===== config.mk =====
export PLATFORM = sky130hd
export DESIGN_NAME = tsts_sequencer
export DESIGN_NICKNAME = d
export VERILOG_FILES = /design/src/logic/tsts_pkg.sv /design/src/logic/tsts_sync.sv /design/src/logic/tsts_delay.sv /design/src/logic/tsts_sequencer.sv
export SDC_FILE = /design/constraint.sdc
export NUM_CORES = 1
export LEC_CHECK = 0
export BUFFER_PORTS_ARGS = -buffer_cell sky130_fd_sc_hd__buf_2
export CAP_MARGIN = 20
export CORE_MARGIN = 10
export CORE_UTILIZATION = 30
export CTS_CLUSTER_SIZE = 20
export DETAILED_ROUTE_END_ITERATION = 10
export HOLD_SLACK_MARGIN = 0.08
export PLACE_DENSITY_LB_ADDON = 0.15
export SYNTH_ARGS = -nofsm -noshare
export SYNTH_HDL_FRONTEND = slang
export SYNTH_SLANG_ARGS = --single-unit

===== constraint.sdc =====
create_clock -name clock -period 3.05 [get_ports clock]
set_input_delay 0.4575 -clock clock [delete_from_list [all_inputs] [get_ports clock]]
set_output_delay 0.4575 -clock clock [all_outputs]
set_load 0.01 [all_outputs]

===== src/logic/tsts_pkg.sv =====
// shared constants, types and helpers for the three-slot tuning sequencer
package tsts_pkg;

   // ************************************************************
   // timing figures, in their own units
   // ************************************************************
   localparam int unsigned CLOCK_HZ = 25_000_000;
   localparam int unsigned ARM_DELAY_US = 100;
   localparam int unsigned SHAPE_DELAY_US = 100;
   localparam int unsigned ADVANCE_DELAY_MS = 1;
   localparam int unsigned SLOT_TIME_S = 5;
   localparam int unsigned RESTORE_WAIT_S = 50;
   localparam int unsigned FLASH_HALF_MS = 500;
   localparam int unsigned US_PER_S = 1_000_000;
   localparam int unsigned MS_PER_S = 1_000;
   localparam int unsigned TIMER_W = 32;

   // ************************************************************
   // slot codes held by the two slot-state flops {b, a}
   // ************************************************************
   localparam logic [1:0] SLOT_IDLE = 2'h0;
   localparam logic [1:0] SLOT_COARSE = 2'h1;
   localparam logic [1:0] SLOT_CONVERTER = 2'h2;
   localparam logic [1:0] SLOT_REST = 2'h3;

   // ************************************************************
   // pin indices of the synchronised input vector
   // ************************************************************
   localparam int unsigned PIN_REMOTE = 0;
   localparam int unsigned PIN_LOCAL = 1;
   localparam int unsigned PIN_TEST = 2;
   localparam int unsigned PIN_NULL_N = 3;
   localparam int unsigned PIN_POWER = 4;
   localparam int unsigned PIN_COUNT = 5;

   typedef enum logic [1:0]
   {
      PH_IDLE = 2'b00,
      PH_START = 2'b01,
      PH_TUNE = 2'b10,
      PH_REST = 2'b11
   } tsts_phase_e;

   // relay drives, low energises the relay
   typedef struct packed
   {
      logic coarse_a_n;
      logic coarse_b_n;
      logic conv_a_n;
      logic conv_b_n;
   } tsts_relay_s;

   localparam tsts_relay_s RELAY_OFF = 4'hF;

   // least time: round up, never below one cycle
   function automatic int unsigned cycles_of(input longint unsigned amount,
                                             input longint unsigned per_s,
                                             input longint unsigned clk_hz);
      longint unsigned c;
      c = (amount * clk_hz + per_s - 1) / per_s;
      if (c < 1)
      begin
         c = 1;
      end
      return 32'(c);
   endfunction

endpackage


===== src/logic/tsts_sync.sv =====
// two-flop synchronisers for the switch and relay inputs
`timescale 1ns/1ps
module tsts_sync #(
   parameter int WIDTH = 5
) (
   // clock and reset
   input wire logic clock,
   input wire logic reset,
   // pins and their synchronised copies
   input wire logic [WIDTH-1:0] pin,
   output logic [WIDTH-1:0] sync_q
);

   logic [WIDTH-1:0] meta_q;

   genvar i;
   generate
      for (i = 0; i < WIDTH; i++)
      begin : g_bit
         always_ff @(posedge clock)
         begin
            if (reset)
            begin
               meta_q[i] <= 1'b0;
               sync_q[i] <= 1'b0;
            end
            else
            begin
               meta_q[i] <= pin[i];
               sync_q[i] <= meta_q[i];
            end
         end
      end
   endgenerate

endmodule


===== src/logic/tsts_delay.sv =====
// retriggerable one-shot delay stage counting clock cycles
`timescale 1ns/1ps
module tsts_delay #(
   parameter int WIDTH = 32
) (
   // clock and reset
   input wire logic clock,
   input wire logic reset,
   // control
   input wire logic clear,
   input wire logic fire,
   input wire logic [WIDTH-1:0] cycles,
   // result
   output logic done_q
);

   logic [WIDTH-1:0] count_q;
   logic busy_q;

   // done pulses exactly cycles edges after the fire edge
   always_ff @(posedge clock)
   begin
      if (reset || clear)
      begin
         count_q <= '0;
         busy_q <= 1'b0;
         done_q <= 1'b0;
      end
      else if (fire)
      begin
         count_q <= cycles;
         busy_q <= 1'b1;
         done_q <= 1'b0;
      end
      else if (busy_q && count_q <= WIDTH'(1))
      begin
         busy_q <= 1'b0;
         done_q <= 1'b1;
      end
      else
      begin
         count_q <= busy_q ? count_q - WIDTH'(1) : count_q;
         done_q <= 1'b0;
      end
   end

endmodule


===== src/logic/tsts_sequencer.sv =====
// three-slot tuning sequencer: start triggers, slot timer, relay coder, fault lamp
//
// Behaviour
// - every start request first clears both slot-state flops and the slot-timer flop
// - first advance waits a 100 us stage then a 1 ms stage
// - each advance steps slot flops and toggles timer flop; first advance gives slot 1
// - logical one is -12 V, zero is 0 V; relays energise on a driven zero
// - slot 1 drives the coarse-tune relay pair low
// - after each advance a 5 s timer, a 100 us shaper and 1 ms stage advance again
// - the timer pulse advances only in slots 1 and 2
// - slot 2 adds the converter-tune pair low and keeps the coarse pair low
// - slot 3 releases all four relays and asserts rest, arming null detection
// - armed null detect at zero gates the free-running oscillator onto the fault lamp
// - loop error during rest restarts the sequence from its reset step
// - power restore waits 50 s then starts like an autotune start pulse
// - restarted sequence keeps the selected frequency; channel selection is untouched
// - local start switch acts like the remote interlock start pulse, and also in test position, where the remote start is ignored
// - slot order, timing and relays are the same for every channel
`timescale 1ns/1ps
module tsts_sequencer
   import tsts_pkg::*;
#(
   parameter int unsigned CLOCK_HZ_P = tsts_pkg::CLOCK_HZ,
   parameter int unsigned ADVANCE_CYCLES =
      tsts_pkg::cycles_of(tsts_pkg::ADVANCE_DELAY_MS, tsts_pkg::MS_PER_S, CLOCK_HZ_P),
   parameter int unsigned SLOT_CYCLES =
      tsts_pkg::cycles_of(tsts_pkg::SLOT_TIME_S, 1, CLOCK_HZ_P),
   parameter int unsigned RESTORE_CYCLES =
      tsts_pkg::cycles_of(tsts_pkg::RESTORE_WAIT_S, 1, CLOCK_HZ_P),
   parameter int unsigned FLASH_CYCLES =
      tsts_pkg::cycles_of(tsts_pkg::FLASH_HALF_MS, tsts_pkg::MS_PER_S, CLOCK_HZ_P)
) (
   // clock and reset
   input wire logic clock,
   input wire logic reset,
   // start sources
   input wire logic reverse_interlock_switch,
   input wire logic local_start_switch,
   input wire logic normal_test_select,
   input wire logic power_ok,
   // null detector, zero means loop error
   input wire logic null_detect_relay_n,
   // relay drives and indicators
   output tsts_pkg::tsts_relay_s relays_q,
   output logic rest_q,
   output logic fault_lamp_q,
   // status
   output logic [1:0] slot_q,
   output tsts_pkg::tsts_phase_e phase_q
);
   import tsts_pkg::*;

   localparam int unsigned STAGE_CYCLES = cycles_of(ARM_DELAY_US, US_PER_S, CLOCK_HZ_P);
   localparam int unsigned SHAPE_CYCLES = cycles_of(SHAPE_DELAY_US, US_PER_S, CLOCK_HZ_P);

   // ************************************************************
   // input synchronisation and edge detection
   // ************************************************************
   logic [PIN_COUNT-1:0] sync_q;
   logic [PIN_COUNT-1:0] prev_q;

   tsts_sync #(.WIDTH(PIN_COUNT)) u_sync (
      .clock(clock),
      .reset(reset),
      .pin({power_ok, null_detect_relay_n, normal_test_select, local_start_switch,
            reverse_interlock_switch}), // msb first, in pin index order
      .sync_q(sync_q)
   );

   always_ff @(posedge clock)
   begin
      if (reset)
      begin
         prev_q <= '0;
      end
      else
      begin
         prev_q <= sync_q;
      end
   end

   logic remote_start;
   logic local_start;
   logic power_rise;
   // in test position the remote interlock is ignored; local start still acts
   assign remote_start = sync_q[PIN_REMOTE] && !prev_q[PIN_REMOTE] && !sync_q[PIN_TEST];
   assign local_start = sync_q[PIN_LOCAL] && !prev_q[PIN_LOCAL];
   assign power_rise = sync_q[PIN_POWER] && !prev_q[PIN_POWER];

   // ************************************************************
   // slot decoding
   // ************************************************************
   logic slot_state_flop_a_q;
   logic slot_state_flop_b_q;
   logic slot_timer_flop_q;
   logic [1:0] slot;

   function automatic logic slot_enables_timer(input logic [1:0] s);
      return (s == SLOT_COARSE) || (s == SLOT_CONVERTER);
   endfunction

   assign slot = {slot_state_flop_b_q, slot_state_flop_a_q};

   // ************************************************************
   // start requests
   // ************************************************************
   logic restore_done;
   logic null_error;
   logic start_req;
   logic start_q;

   assign null_error = (slot == SLOT_REST) && !sync_q[PIN_NULL_N];
   // restart keeps no channel state here, so the tuned frequency is unchanged
   assign start_req = remote_start || local_start || restore_done || null_error;

   always_ff @(posedge clock)
   begin
      if (reset)
      begin
         start_q <= 1'b0;
      end
      else
      begin
         start_q <= start_req;
      end
   end

   // ************************************************************
   // delay stages
   // ************************************************************
   logic arm_done;
   logic slot_done;
   logic shape_fire;
   logic shape_done;
   logic advance;

   tsts_delay #(.WIDTH(TIMER_W)) u_arm (
      .clock(clock),
      .reset(reset),
      .clear(start_req),
      .fire(start_q),
      .cycles(TIMER_W'(STAGE_CYCLES)),
      .done_q(arm_done)
   );

   // the timer restarts on every toggle of the slot-timer flop
   tsts_delay #(.WIDTH(TIMER_W)) u_slot (
      .clock(clock),
      .reset(reset),
      .clear(start_req),
      .fire(advance),
      .cycles(TIMER_W'(SLOT_CYCLES)),
      .done_q(slot_done)
   );

   assign shape_fire = slot_done && slot_enables_timer(slot);

   tsts_delay #(.WIDTH(TIMER_W)) u_shape (
      .clock(clock),
      .reset(reset),
      .clear(start_req),
      .fire(shape_fire),
      .cycles(TIMER_W'(SHAPE_CYCLES)),
      .done_q(shape_done)
   );

   // one 1 ms stage serves both the start path and the timer path
   tsts_delay #(.WIDTH(TIMER_W)) u_advance (
      .clock(clock),
      .reset(reset),
      .clear(start_req),
      .fire(arm_done || shape_done),
      .cycles(TIMER_W'(ADVANCE_CYCLES)),
      .done_q(advance)
   );

   // a new power event restarts the wait, a power loss cancels it; a start does not
   tsts_delay #(.WIDTH(TIMER_W)) u_restore (
      .clock(clock),
      .reset(reset),
      .clear(!sync_q[PIN_POWER]),
      .fire(power_rise),
      .cycles(TIMER_W'(RESTORE_CYCLES)),
      .done_q(restore_done)
   );

   // ************************************************************
   // slot-state and slot-timer flops
   // ************************************************************
   always_ff @(posedge clock)
   begin
      if (reset || start_req)
      begin
         slot_state_flop_a_q <= 1'b0;
         slot_state_flop_b_q <= 1'b0;
         slot_timer_flop_q <= 1'b0;
      end
      else if (advance && slot != SLOT_REST)
      begin
         {slot_state_flop_b_q, slot_state_flop_a_q} <= slot + 2'h1;
         slot_timer_flop_q <= !slot_timer_flop_q;
      end
   end

   // ************************************************************
   // relay coder and status, identical for every channel
   // ************************************************************
   always_ff @(posedge clock)
   begin
      if (reset)
      begin
         relays_q <= RELAY_OFF;
         rest_q <= 1'b0;
         slot_q <= SLOT_IDLE;
         phase_q <= PH_IDLE;
      end
      else
      begin
         slot_q <= slot;
         rest_q <= (slot == SLOT_REST);
         relays_q <= RELAY_OFF;
         // start_q, not start_req: a restart from a busy slot meets idle one edge later
         case (slot)
            SLOT_IDLE: phase_q <= (start_q || phase_q == PH_START) ? PH_START : PH_IDLE;
            SLOT_COARSE: phase_q <= PH_TUNE;
            SLOT_CONVERTER: phase_q <= PH_TUNE;
            SLOT_REST: phase_q <= PH_REST;
            default: phase_q <= PH_IDLE;
         endcase
         if (slot == SLOT_COARSE || slot == SLOT_CONVERTER)
         begin
            relays_q.coarse_a_n <= 1'b0;
            relays_q.coarse_b_n <= 1'b0;
         end
         if (slot == SLOT_CONVERTER)
         begin
            relays_q.conv_a_n <= 1'b0;
            relays_q.conv_b_n <= 1'b0;
         end
      end
   end

   // ************************************************************
   // fault lamp
   // ************************************************************
   logic [TIMER_W-1:0] osc_cnt_q;
   logic osc_q;
   logic fault_q;

   // free-running so the flash phase is independent of the error moment
   always_ff @(posedge clock)
   begin
      if (reset)
      begin
         osc_cnt_q <= '0;
         osc_q <= 1'b0;
      end
      else if (osc_cnt_q >= TIMER_W'(FLASH_CYCLES - 1))
      begin
         osc_cnt_q <= '0;
         osc_q <= !osc_q;
      end
      else
      begin
         osc_cnt_q <= osc_cnt_q + TIMER_W'(1);
      end
   end

   // latched, since the restart leaves rest at once; a new error beats a clear
   always_ff @(posedge clock)
   begin
      if (reset)
      begin
         fault_q <= 1'b0;
         fault_lamp_q <= 1'b0;
      end
      else
      begin
         fault_lamp_q <= fault_q && osc_q;
         if (null_error)
         begin
            fault_q <= 1'b1;
         end
         else if (remote_start || local_start || restore_done)
         begin
            fault_q <= 1'b0;
         end
      end
   end
endmodule


# Word-level counts from Yosys, hierarchy flattened
# Cells that the tools add are included.
# totals
ff_bits,232
word_cells,166
out_inout_bits,10
in_bits,7
# op_classes
magnitude_cmp,6
bitwise_logic,5
n_mux,36
add_sub_neg,7
eq_ne,10
n_reduce_logical,57
# ops
op,n
32-bit by 1-bit less-or-equal comparator with 1-bit output (second input constant),5
32-bit by 1-bit subtractor with 32-bit output (second input constant),5
31-bit 2-to-1 mux,3
27-bit 2-to-1 mux,3
12-bit 2-to-1 mux,6
15-bit 2-to-1 mux,3
32-bit by 1-bit adder with 32-bit output (second input constant),1
32-bit by 24-bit greater-or-equal comparator with 1-bit output (second input constant),1
2-bit nonzero test,11
2-bit AND reduction,10
1-bit 2-to-1 mux,18
2-bit OR reduction,7
1-bit logical AND,13
1-bit logical OR,8
2-bit != test (second input constant),4
1-bit logical NOT,7
2-bit case mux with 3 select lines,1
1-bit NOT,5
2-bit by 1-bit equality test with 1-bit output (second input constant),2
2-bit equality test (second input constant),2
2-bit 2-to-1 mux,2
2-bit by 1-bit != test with 1-bit output (second input constant),2
2-bit by 1-bit adder with 2-bit output (second input constant),1
2-bit logical NOT,1

# Logic depth before layout (Yosys ltp)
# Gate-level depths: netlist of run 1.
# logic_depth
ltp_word,8
depth_mapped,10
ltp_nobuf,7

# Modules after synthesis
# Synthesis of run 1 repeated with hierarchy kept, for this count alone.
# hier_totals
hier_cells,1422
area_unflattened_um2,12172.9
# by_module_without_submodules
mod,seq_area_each_um2,instances,area_each_um2,cells_per_inst
tsts_delay at u_arm ...,680.7,3,2049.5,247
tsts_delay at u_slot,680.7,1,1966.9,227
tsts_sequencer,960.9,1,1899.3,206
tsts_delay at u_advance,680.7,1,1895.6,228
tsts_sync,200.2,1,262.8,20

# Least setup slack after synthesis of run 1
# OpenSTA, ideal clock, no wires.
# synth_timing
path_type,flip-flop to flip-flop
startpoint,register u_slot.count_q[6]
endpoint,register u_slot.count_q[13]
setup_time_ns,0.070
path_stages_with_launch,7
period_less_slack_ns,2.427
path_slack_ns,0.623
path_buffers,1
t_arrival_ns,2.356
t_required_ns,2.980
cell_sequence,dfxtp_1 -> or4_4 -> or4_1 -> buf_2 -> or4_1 -> or3_1 -> a21oi_1
# synth_via
elab_chain_len,4
elab_cells_between_ends,5
classes_between,1 x add/sub; 1 x order compare; 1 x bitwise; 2 x reduce/logical
# synth_lines
element,line,rtl
from (decl),tsts_delay.sv:17,logic [WIDTH-1:0] count_q;
from (signal assigned),tsts_delay.sv:31,count_q <= cycles;
from (signal assigned),tsts_delay.sv:42,count_q <= busy_q ? count_q - WIDTH'(1) : count_q;
32-bit by 1-bit less-or-equal comparator with 1-bit output,tsts_delay.sv:35,else if (busy_q && count_q <= WIDTH'(1))
1-bit logical AND,tsts_delay.sv:35,
1-bit NOT (no source line),-,
2-bit AND reduction (no source line),-,
# Parallel ways exist; a longest one is shown, timed or not.
# A chain may end at the register's enable or synchronous reset.

# Final worst setup path of run 1
# layout_timing
startpoint,register u_slot.count_q[6]
endpoint,register u_slot.count_q[1]
# layout_via
elab_chain_len,4
# layout_lines
element,line
32-bit by 1-bit less-or-equal comparator with 1-bit output,tsts_delay.sv:35
1-bit logical AND,tsts_delay.sv:35
1-bit NOT (no source line),-
2-bit AND reduction (no source line),-
# No other way between the ends.

==> results by group, run 1 <==
Place
  • GP Congestion: 0.777
  • Dpl ws: roughly 0.42 ns
  • Port buffer count: 16
  • Dpl cells: 1709
  • Dpl cell area: 11600 um2
  • DP Wirelength: roughly 18 mm

Clocking
  • Post-CTS setup buffer count: 0
  • # hold bufs at CTS: 0
  • Clk root buf: clkbuf_16
  • Post-CTS resize count: 0
  • CTS max path bufs: 3
  • Clk_lat worst skew: about 0.53 ns
  • CTS sink count: 228
  • H-tree depth: 1
  • Worst-path clk slew: 0.06 ns
  • CTS Buf Count: 27
  • CTS tree: done

Synth
  • EDFF count, synth: 0
  • Top cell type's share of synthesized area: between 40% and 50%
  • Top_reg_cell synth: dfxtp_1
  • Yosys warns: 0
  • Area leader, netlist: dfxtp_1
  • Sequential share of the synthesized area: 42.1%
  • Distinct cells, synth: 64
  • Synth top area cells: dfxtp_1 (42%), or4_1 (5.6%), a21oi_1 (4.1%), o31ai_1 (3.7%), or3_1 (3.4%)
  • Synthesis-stage register bit count: 228
  • Synthesized area: 10800 um2
  • Cells after synthesis: 1249
  • Avg Inst Size Synth: 8.68 um2
  • Async set-reset flop share out of synthesis: 0%

Worst setup path
  • Crit path DAT: 3.07 ns
  • Worst path cell trace: or4_4, or4_1, nor3_2, nand4_1, a311oi_1
  • Reg2reg start: u_slot.count_q[6]
  • Reg-to-reg setup timing slack: around 0.42 ns
  • R2R depth: 5
  • Crit-path slowest cell: or4_1
  • Crit-path max cell delay: 0.64 ns
  • Worst Setup Path Type: register to register
  • Crit path from: u_slot.count_q[6]
  • Critical Path Fanout Max: 9
  • Crit path to: u_slot.count_q[1]
  • Worst Setup Start Kind: register
  • Req. time, crit path: ~3.5 ns
  • Reg2Reg Capture Point: u_slot.count_q[1]
  • Crit end category: register

Layout
  • # fillers: approximately 3.7k
  • Post-route insts no fill: 1754
  • Ant diodes: 0
  • Layout Nets: 1298
  • Area growth, synth to finish: 14.4%
  • Post-Layout Inst Area: ~12000 um2
  • Share of cells above drive strength 1: 10.1%

STA
  • Fmax: 380 MHz
  • TNS Setup: 0 ns
  • Min cycle time layout: 2.63 ns
  • Final hold slack: 0.138 ns
  • Final worst slack: 0.418 ns
  • Skew final: 0.00661 ns
  • Max Slew Vio Count: 0
  • Slew headroom: 50.2%
  • Tcrit/Tclk final: 86.3%
  • Least-Margin Pin Slew: 0.744 ns
  • Final hold vios: 0
  • Final setup viols: 0
  • Unrepaired setup endpoints after global routing: false

Drt
  • Routed len/inst: 14.8 um
  • ANT nets after route: 0
  • DRT iter0 DRCs: 434
  • Via Count: 9272
  • Remaining DRCs: 0
  • Drt pass-1 iters: 5
  • Via density: 5.29
  • WL final: 25.9 mm

Power
  • P_leak: 4.35 nW
  • Power Dens Cells: 529 nW/um2
  • Peak supply drop: just under 0.4 mV

Global route
  • GRT overflow: 0
  • Largest net degree at the start of global routing: 27
  • Vias in the first global route: 8844
  • Initial antenna violation count: 1
  • First-pass GRT wire length: about 44 mm
  • Total track usage: between 10% and 20%

Worst hold path
  • Hold crit path type: primary input to register

Die
  • Ports: 17
  • Die Span Y: 210 um
  • Core box area: 35600 um2
  • Initial Util: 30.5%
  • Die area: 44100 um2
  • Rows: 69
  • Die width: between 200 and 250 um

Job
  • Max-Cap Viols: 0

Run status
  • Status: complete, no violations
Yosys cell counts, types with 4 or more instances:
cell / n
a21oi_1: 89
a311oi_1: 9
a31oi_1: 25
and2_1: 5
and3_1: 17
buf_2: 9
clkbuf_1: 48
dfxtp_1: 228
ha_1: 14
inv_1: 30
mux2i_1: 23
nand2_1: 76
nand2b_1: 33
nand3_1: 39
nand4_1: 19
nor2_1: 93
nor2b_1: 20
nor3_1: 36
nor3b_1: 7
nor4_1: 51
nor4_2: 4
nor4b_1: 6
o2111ai_1: 4
o211ai_1: 8
o21ai_0: 41
o311ai_0: 4
o31a_1: 4
o31ai_1: 53
o41ai_1: 8
or2_2: 17
or3_1: 59
or4_1: 81
xnor2_1: 22
xor2_1: 16
sequential cells by signal, indices dropped and copies added, names as in the netlist, 2 cells and up:
register / count
u_advance.count_q: 32
u_sync.meta_q: 5
slot_q: 2
relays_q: 2
u_slot.count_q: 32
u_restore.count_q: 32
osc_cnt_q: 32
u_sync.sync_q: 5
u_shape.count_q: 32
u_arm.count_q: 32
prev_q: 3
phase_q: 2
routing by layer:
layer	GRT usage [%]	part of all wire [%]	vias to the layer above
li1	-	-	4766
met1	15.9	52	4376
met2	18.4	44	96
met3	1.74	2.9	34
met4	2.95	2.1	0
met5	0	0	-
kinds of logic after synthesis:
group,synth area share [%]
flops,42.1
simple gates,31.2
mux,2.12
other cells,0.0346
compound gates,16.5
fa+ha+maj,1.62
buf+inv,3.36
xor+xnor,3.07
worst min-delay path by stage:
stage                                    from                to  slack, ns  cells after the start
final                      normal_test_select  u_sync.meta_q[2]       0.14                      2
after global routing      null_detect_relay_n  u_sync.meta_q[3]       0.13                      2
after global placement       u_sync.meta_q[4]  u_sync.sync_q[4]       0.43                      1
after floorplan              u_sync.meta_q[0]  u_sync.sync_q[0]       0.41                      1
after detailed placement     u_sync.meta_q[4]  u_sync.sync_q[4]       0.43                      1
after CTS                  normal_test_select  u_sync.meta_q[2]       0.11                      2
cells in the final DEF, fill, tap and decap left out, types with 23 or more instances in the layout:
cell	netlist	layout
o21ai_0	41	41
mux2i_1	23	23
nand3_1	39	39
inv_1	30	30
o31ai_1	53	53
or3_1	59	59
clkbuf_16	0	27
nor4_1	51	51
nand2b_1	33	33
a21oi_1	89	89
nor3_1	36	34
or4_1	81	81
nand2_1	76	76
nor2_1	93	93
dfxtp_1	228	228
buf_4	2	37
a31oi_1	25	25
cell type report:
type | count | area (um2) | share of cell area (%)
multi-input combinational | 936 | 5940 | 47.9
sequential | 228 | 4560 | 36.8
clock buffer | 37 | 743 | 5.99
tap | 461 | 577 | 4.65
timing repair buffer | 53 | 358 | 2.89
inverter | 31 | 116 | 0.938
clock inverter | 8 | 96.3 | 0.777
report_power, final:
group / switching (mW) / leakage [nW] / internal [mW]
Sequential: 0.0263 / 1.84 / 3.01
Clock: 1.26 / 0.411 / 1.86
Combinational: 0.275 / 2.10 / 0.132
critical path, delay by kind of cell (launching register included):
| family | cells | cell delay, ns |
|---|---|---|
| AND/OR/NAND/NOR | 4 | 1.91 |
| flip-flops | 1 | 0.33 |
| AO/OA/AOI/OAI | 1 | 0.29 |
metrics by stage:
step | power [mW] | util [%]
after floorplan | 3.37 | -
after global placement | 3.51 | 32.5
after detailed placement | 3.51 | 32.5
after CTS | 6.69 | 34.9
after global routing | 6.85 | 34.9
final | 6.55 | 34.9
No activity file was read; power rests on OpenSTA's default activity.
==> inputs of run 2 (changes only) <==
--- a/config.mk
+++ b/config.mk
@@ -14,3 +14,2 @@
 export HOLD_SLACK_MARGIN = 0.08
-export PLACE_DENSITY_LB_ADDON = 0.15
 export SYNTH_ARGS = -nofsm -noshare
==> constraint.sdc (replaced) <==
create_clock -name clock -period 3.05 [get_ports clock]
set_input_delay 0.1525 -clock clock [delete_from_list [all_inputs] [get_ports clock]]
set_output_delay 0.1525 -clock clock [all_outputs]
set_load 0.01 [all_outputs]
==> run 2 against run 1 <==
Against the previous run: clock-buffer cell count rose by 1; sequential share of layout area fell by 0.32 points; critical path type unchanged; die area did not move; total power rose by 2.7%.
==> results by group, run 2 (synthesis gave the netlist of run 1 again) <==
Layout
  • Commonest cells after routing, fill and taps aside: dfxtp_1 (228), nor2_1 (93), a21oi_1 (89)
  • Commonest non-fill, non-tap cell in the layout: dfxtp_1
  • Area growth, synth to finish: 15.4%
  • Layout Nets: 1300
  • Share of cells above drive strength 1: 10.2%
  • Final core occ: 35.2%
  • # fillers: 3654
  • Ant diodes: 0

Worst setup path
  • Buffers & Inverters on Critical Path: 1
  • Critical Path Fanout Max: 12
  • Worst path cell trace: or4_1, or4b_1, o41ai_4, buf_4, or3b_2, a21oi_1
  • Req. time, crit path: approximately 3.5 ns
  • Crit path DAT: 3.03 ns
  • Worst Setup Start Kind: register
  • Crit-path max cell delay: between 0.6 and 0.7 ns
  • Crit-path slowest cell: or4b_1
  • Crit end category: register
  • Reg-to-reg setup timing slack: 0.42 ns
  • CP delay by family, top: simple AND/OR/NAND/NOR gates
  • Worst Setup Path Type: register to register

Die
  • Core box area: about 36000 um2
  • Die width: 210 um
  • Ports: 17
  • Die area: 44100 um2
  • Initial Util: 30.5%
  • Rows: 69
  • Die Span Y: 210 um

Clocking
  • CTS Buf Count: 26
  • H-tree depth: 1
  • CTS sink count: 228
  • Clk_lat worst skew: 0.54 ns
  • CTS max path bufs: 3
  • Clk root buf: clkbuf_16
  • Post-CTS setup buffer count: 0
  • Worst-path clk slew: 0.06 ns
  • CTS tree: done
  • Post-CTS resize count: 0

STA
  • Unrepaired setup endpoints after global routing: false
  • Skew final: approximately 0.023 ns
  • Final hold slack: 0.149 ns
  • Tcrit/Tclk final: 86.3%
  • Final worst slack: 0.418 ns
  • Final setup viols: 0
  • Max Slew Vio Count: 0
  • Least-Margin Pin Slew: around 0.76 ns
  • Slew headroom: 48.1%
  • Final hold vios: 0
  • Fmax: between 300 and 400 MHz
  • Min cycle time layout: about 2.6 ns
  • TNS Setup: 0 ns

Place
  • Port buffer count: 16
  • GP Congestion: about 0.8
  • Dpl ws: 0.421 ns
  • DP Wirelength: 16.8 mm

Global route
  • Initial antenna violation count: 0
  • GRT overflow: 0
  • Largest net degree at the start of global routing: 27
  • Vias in the first global route: 8629
  • First-pass GRT wire length: ~42 mm
  • Total track usage: 10.7%

Power
  • Overall Power: 6.73 mW
  • Power Dens Cells: 538 nW/um2
  • P_leak: 4.40 nW
  • Peak supply drop: 0.435 mV

Job
  • Max-Cap Viols: 0

Drt
  • Via Count: 9268
  • ANT nets after route: 0
  • Drt pass-1 iters: 5
  • Routed len/inst: 13.9 um
  • Remaining DRCs: 0
  • DRT iter0 DRCs: 557
  • Via density: 5.27
  • WL final: between 20 and 25 mm

Run status
  • Status: complete, no violations

Worst hold path
  • Hold crit path type: primary input to register
run 2: cell count changes in the layout (fill, tap and decap cells not counted), moves of 2 or more:
cell           delta
bufinv_16         +2
clkbuf_8          +3
dlygate4sd3_1     +5
buf_4             -2
run 2: stage by stage:
stage / instances / area, um2
2_1_floorplan: 1256 / 10900
3_3_place_gp: 1707 / 11500
3_5_place_dp: 1707 / 11500
4_1_cts: 1759 / 12500
5_1_grt: 1759 / 12500
6_report: 1759 / 12500
run 2: tightest hold or removal path, cell delays in order:
cell and delay [ns]:
buf_2 0.13, buf_4 0.23, nor2b_1 0.12
run 2: layer usage:
metal	up-vias	part of all wire, %	routed length (um)	GRT usage [%]
met1	4303	51	12400	15.1
met4	0	1.8	433	2.83
met5	-	0	0	0
met2	135	43	10600	16.8
met3	30	4.0	989	1.55
li1	4800	-	-	-
run 2: report_power, final:
group / switching, mW / internal, mW / total (mW)
clock: 1.24 / 2.05 / 3.29
combinational: 0.268 / 0.139 / 0.407
sequential: 0.0268 / 3.01 / 3.04
run 2: cell type report:
cell class              count  area [um2]  share of cell area, %
clock buffers              38         756                   6.04
clock inverters             9         159                   1.27
inverters                  31         116                  0.930
multi-input cells         936        5940                   47.5
flip-flops and latches    228        4560                   36.5
well taps                 461         577                   4.61
repair buffers             56         393                   3.14
run 2: what timing repair did:
| item | 4_1_cts | 5_1_grt |
|---|---|---|
| setup endpoints to repair | 0 | 0 |
| hold endpoints to repair | 5 | 0 |
| hold buffers | 5 | 0 |
run 2: worst paths after layout:
path / cells after the start / endpoint / from
max: 6 / u_arm.count_q[12] / u_arm.count_q[22]
min: 3 / u_sync.sync_q[2] / reset
max reg2reg: 6 / u_arm.count_q[12] / u_arm.count_q[22]
min reg2reg: 1 / u_sync.sync_q[0] / u_sync.meta_q[0]
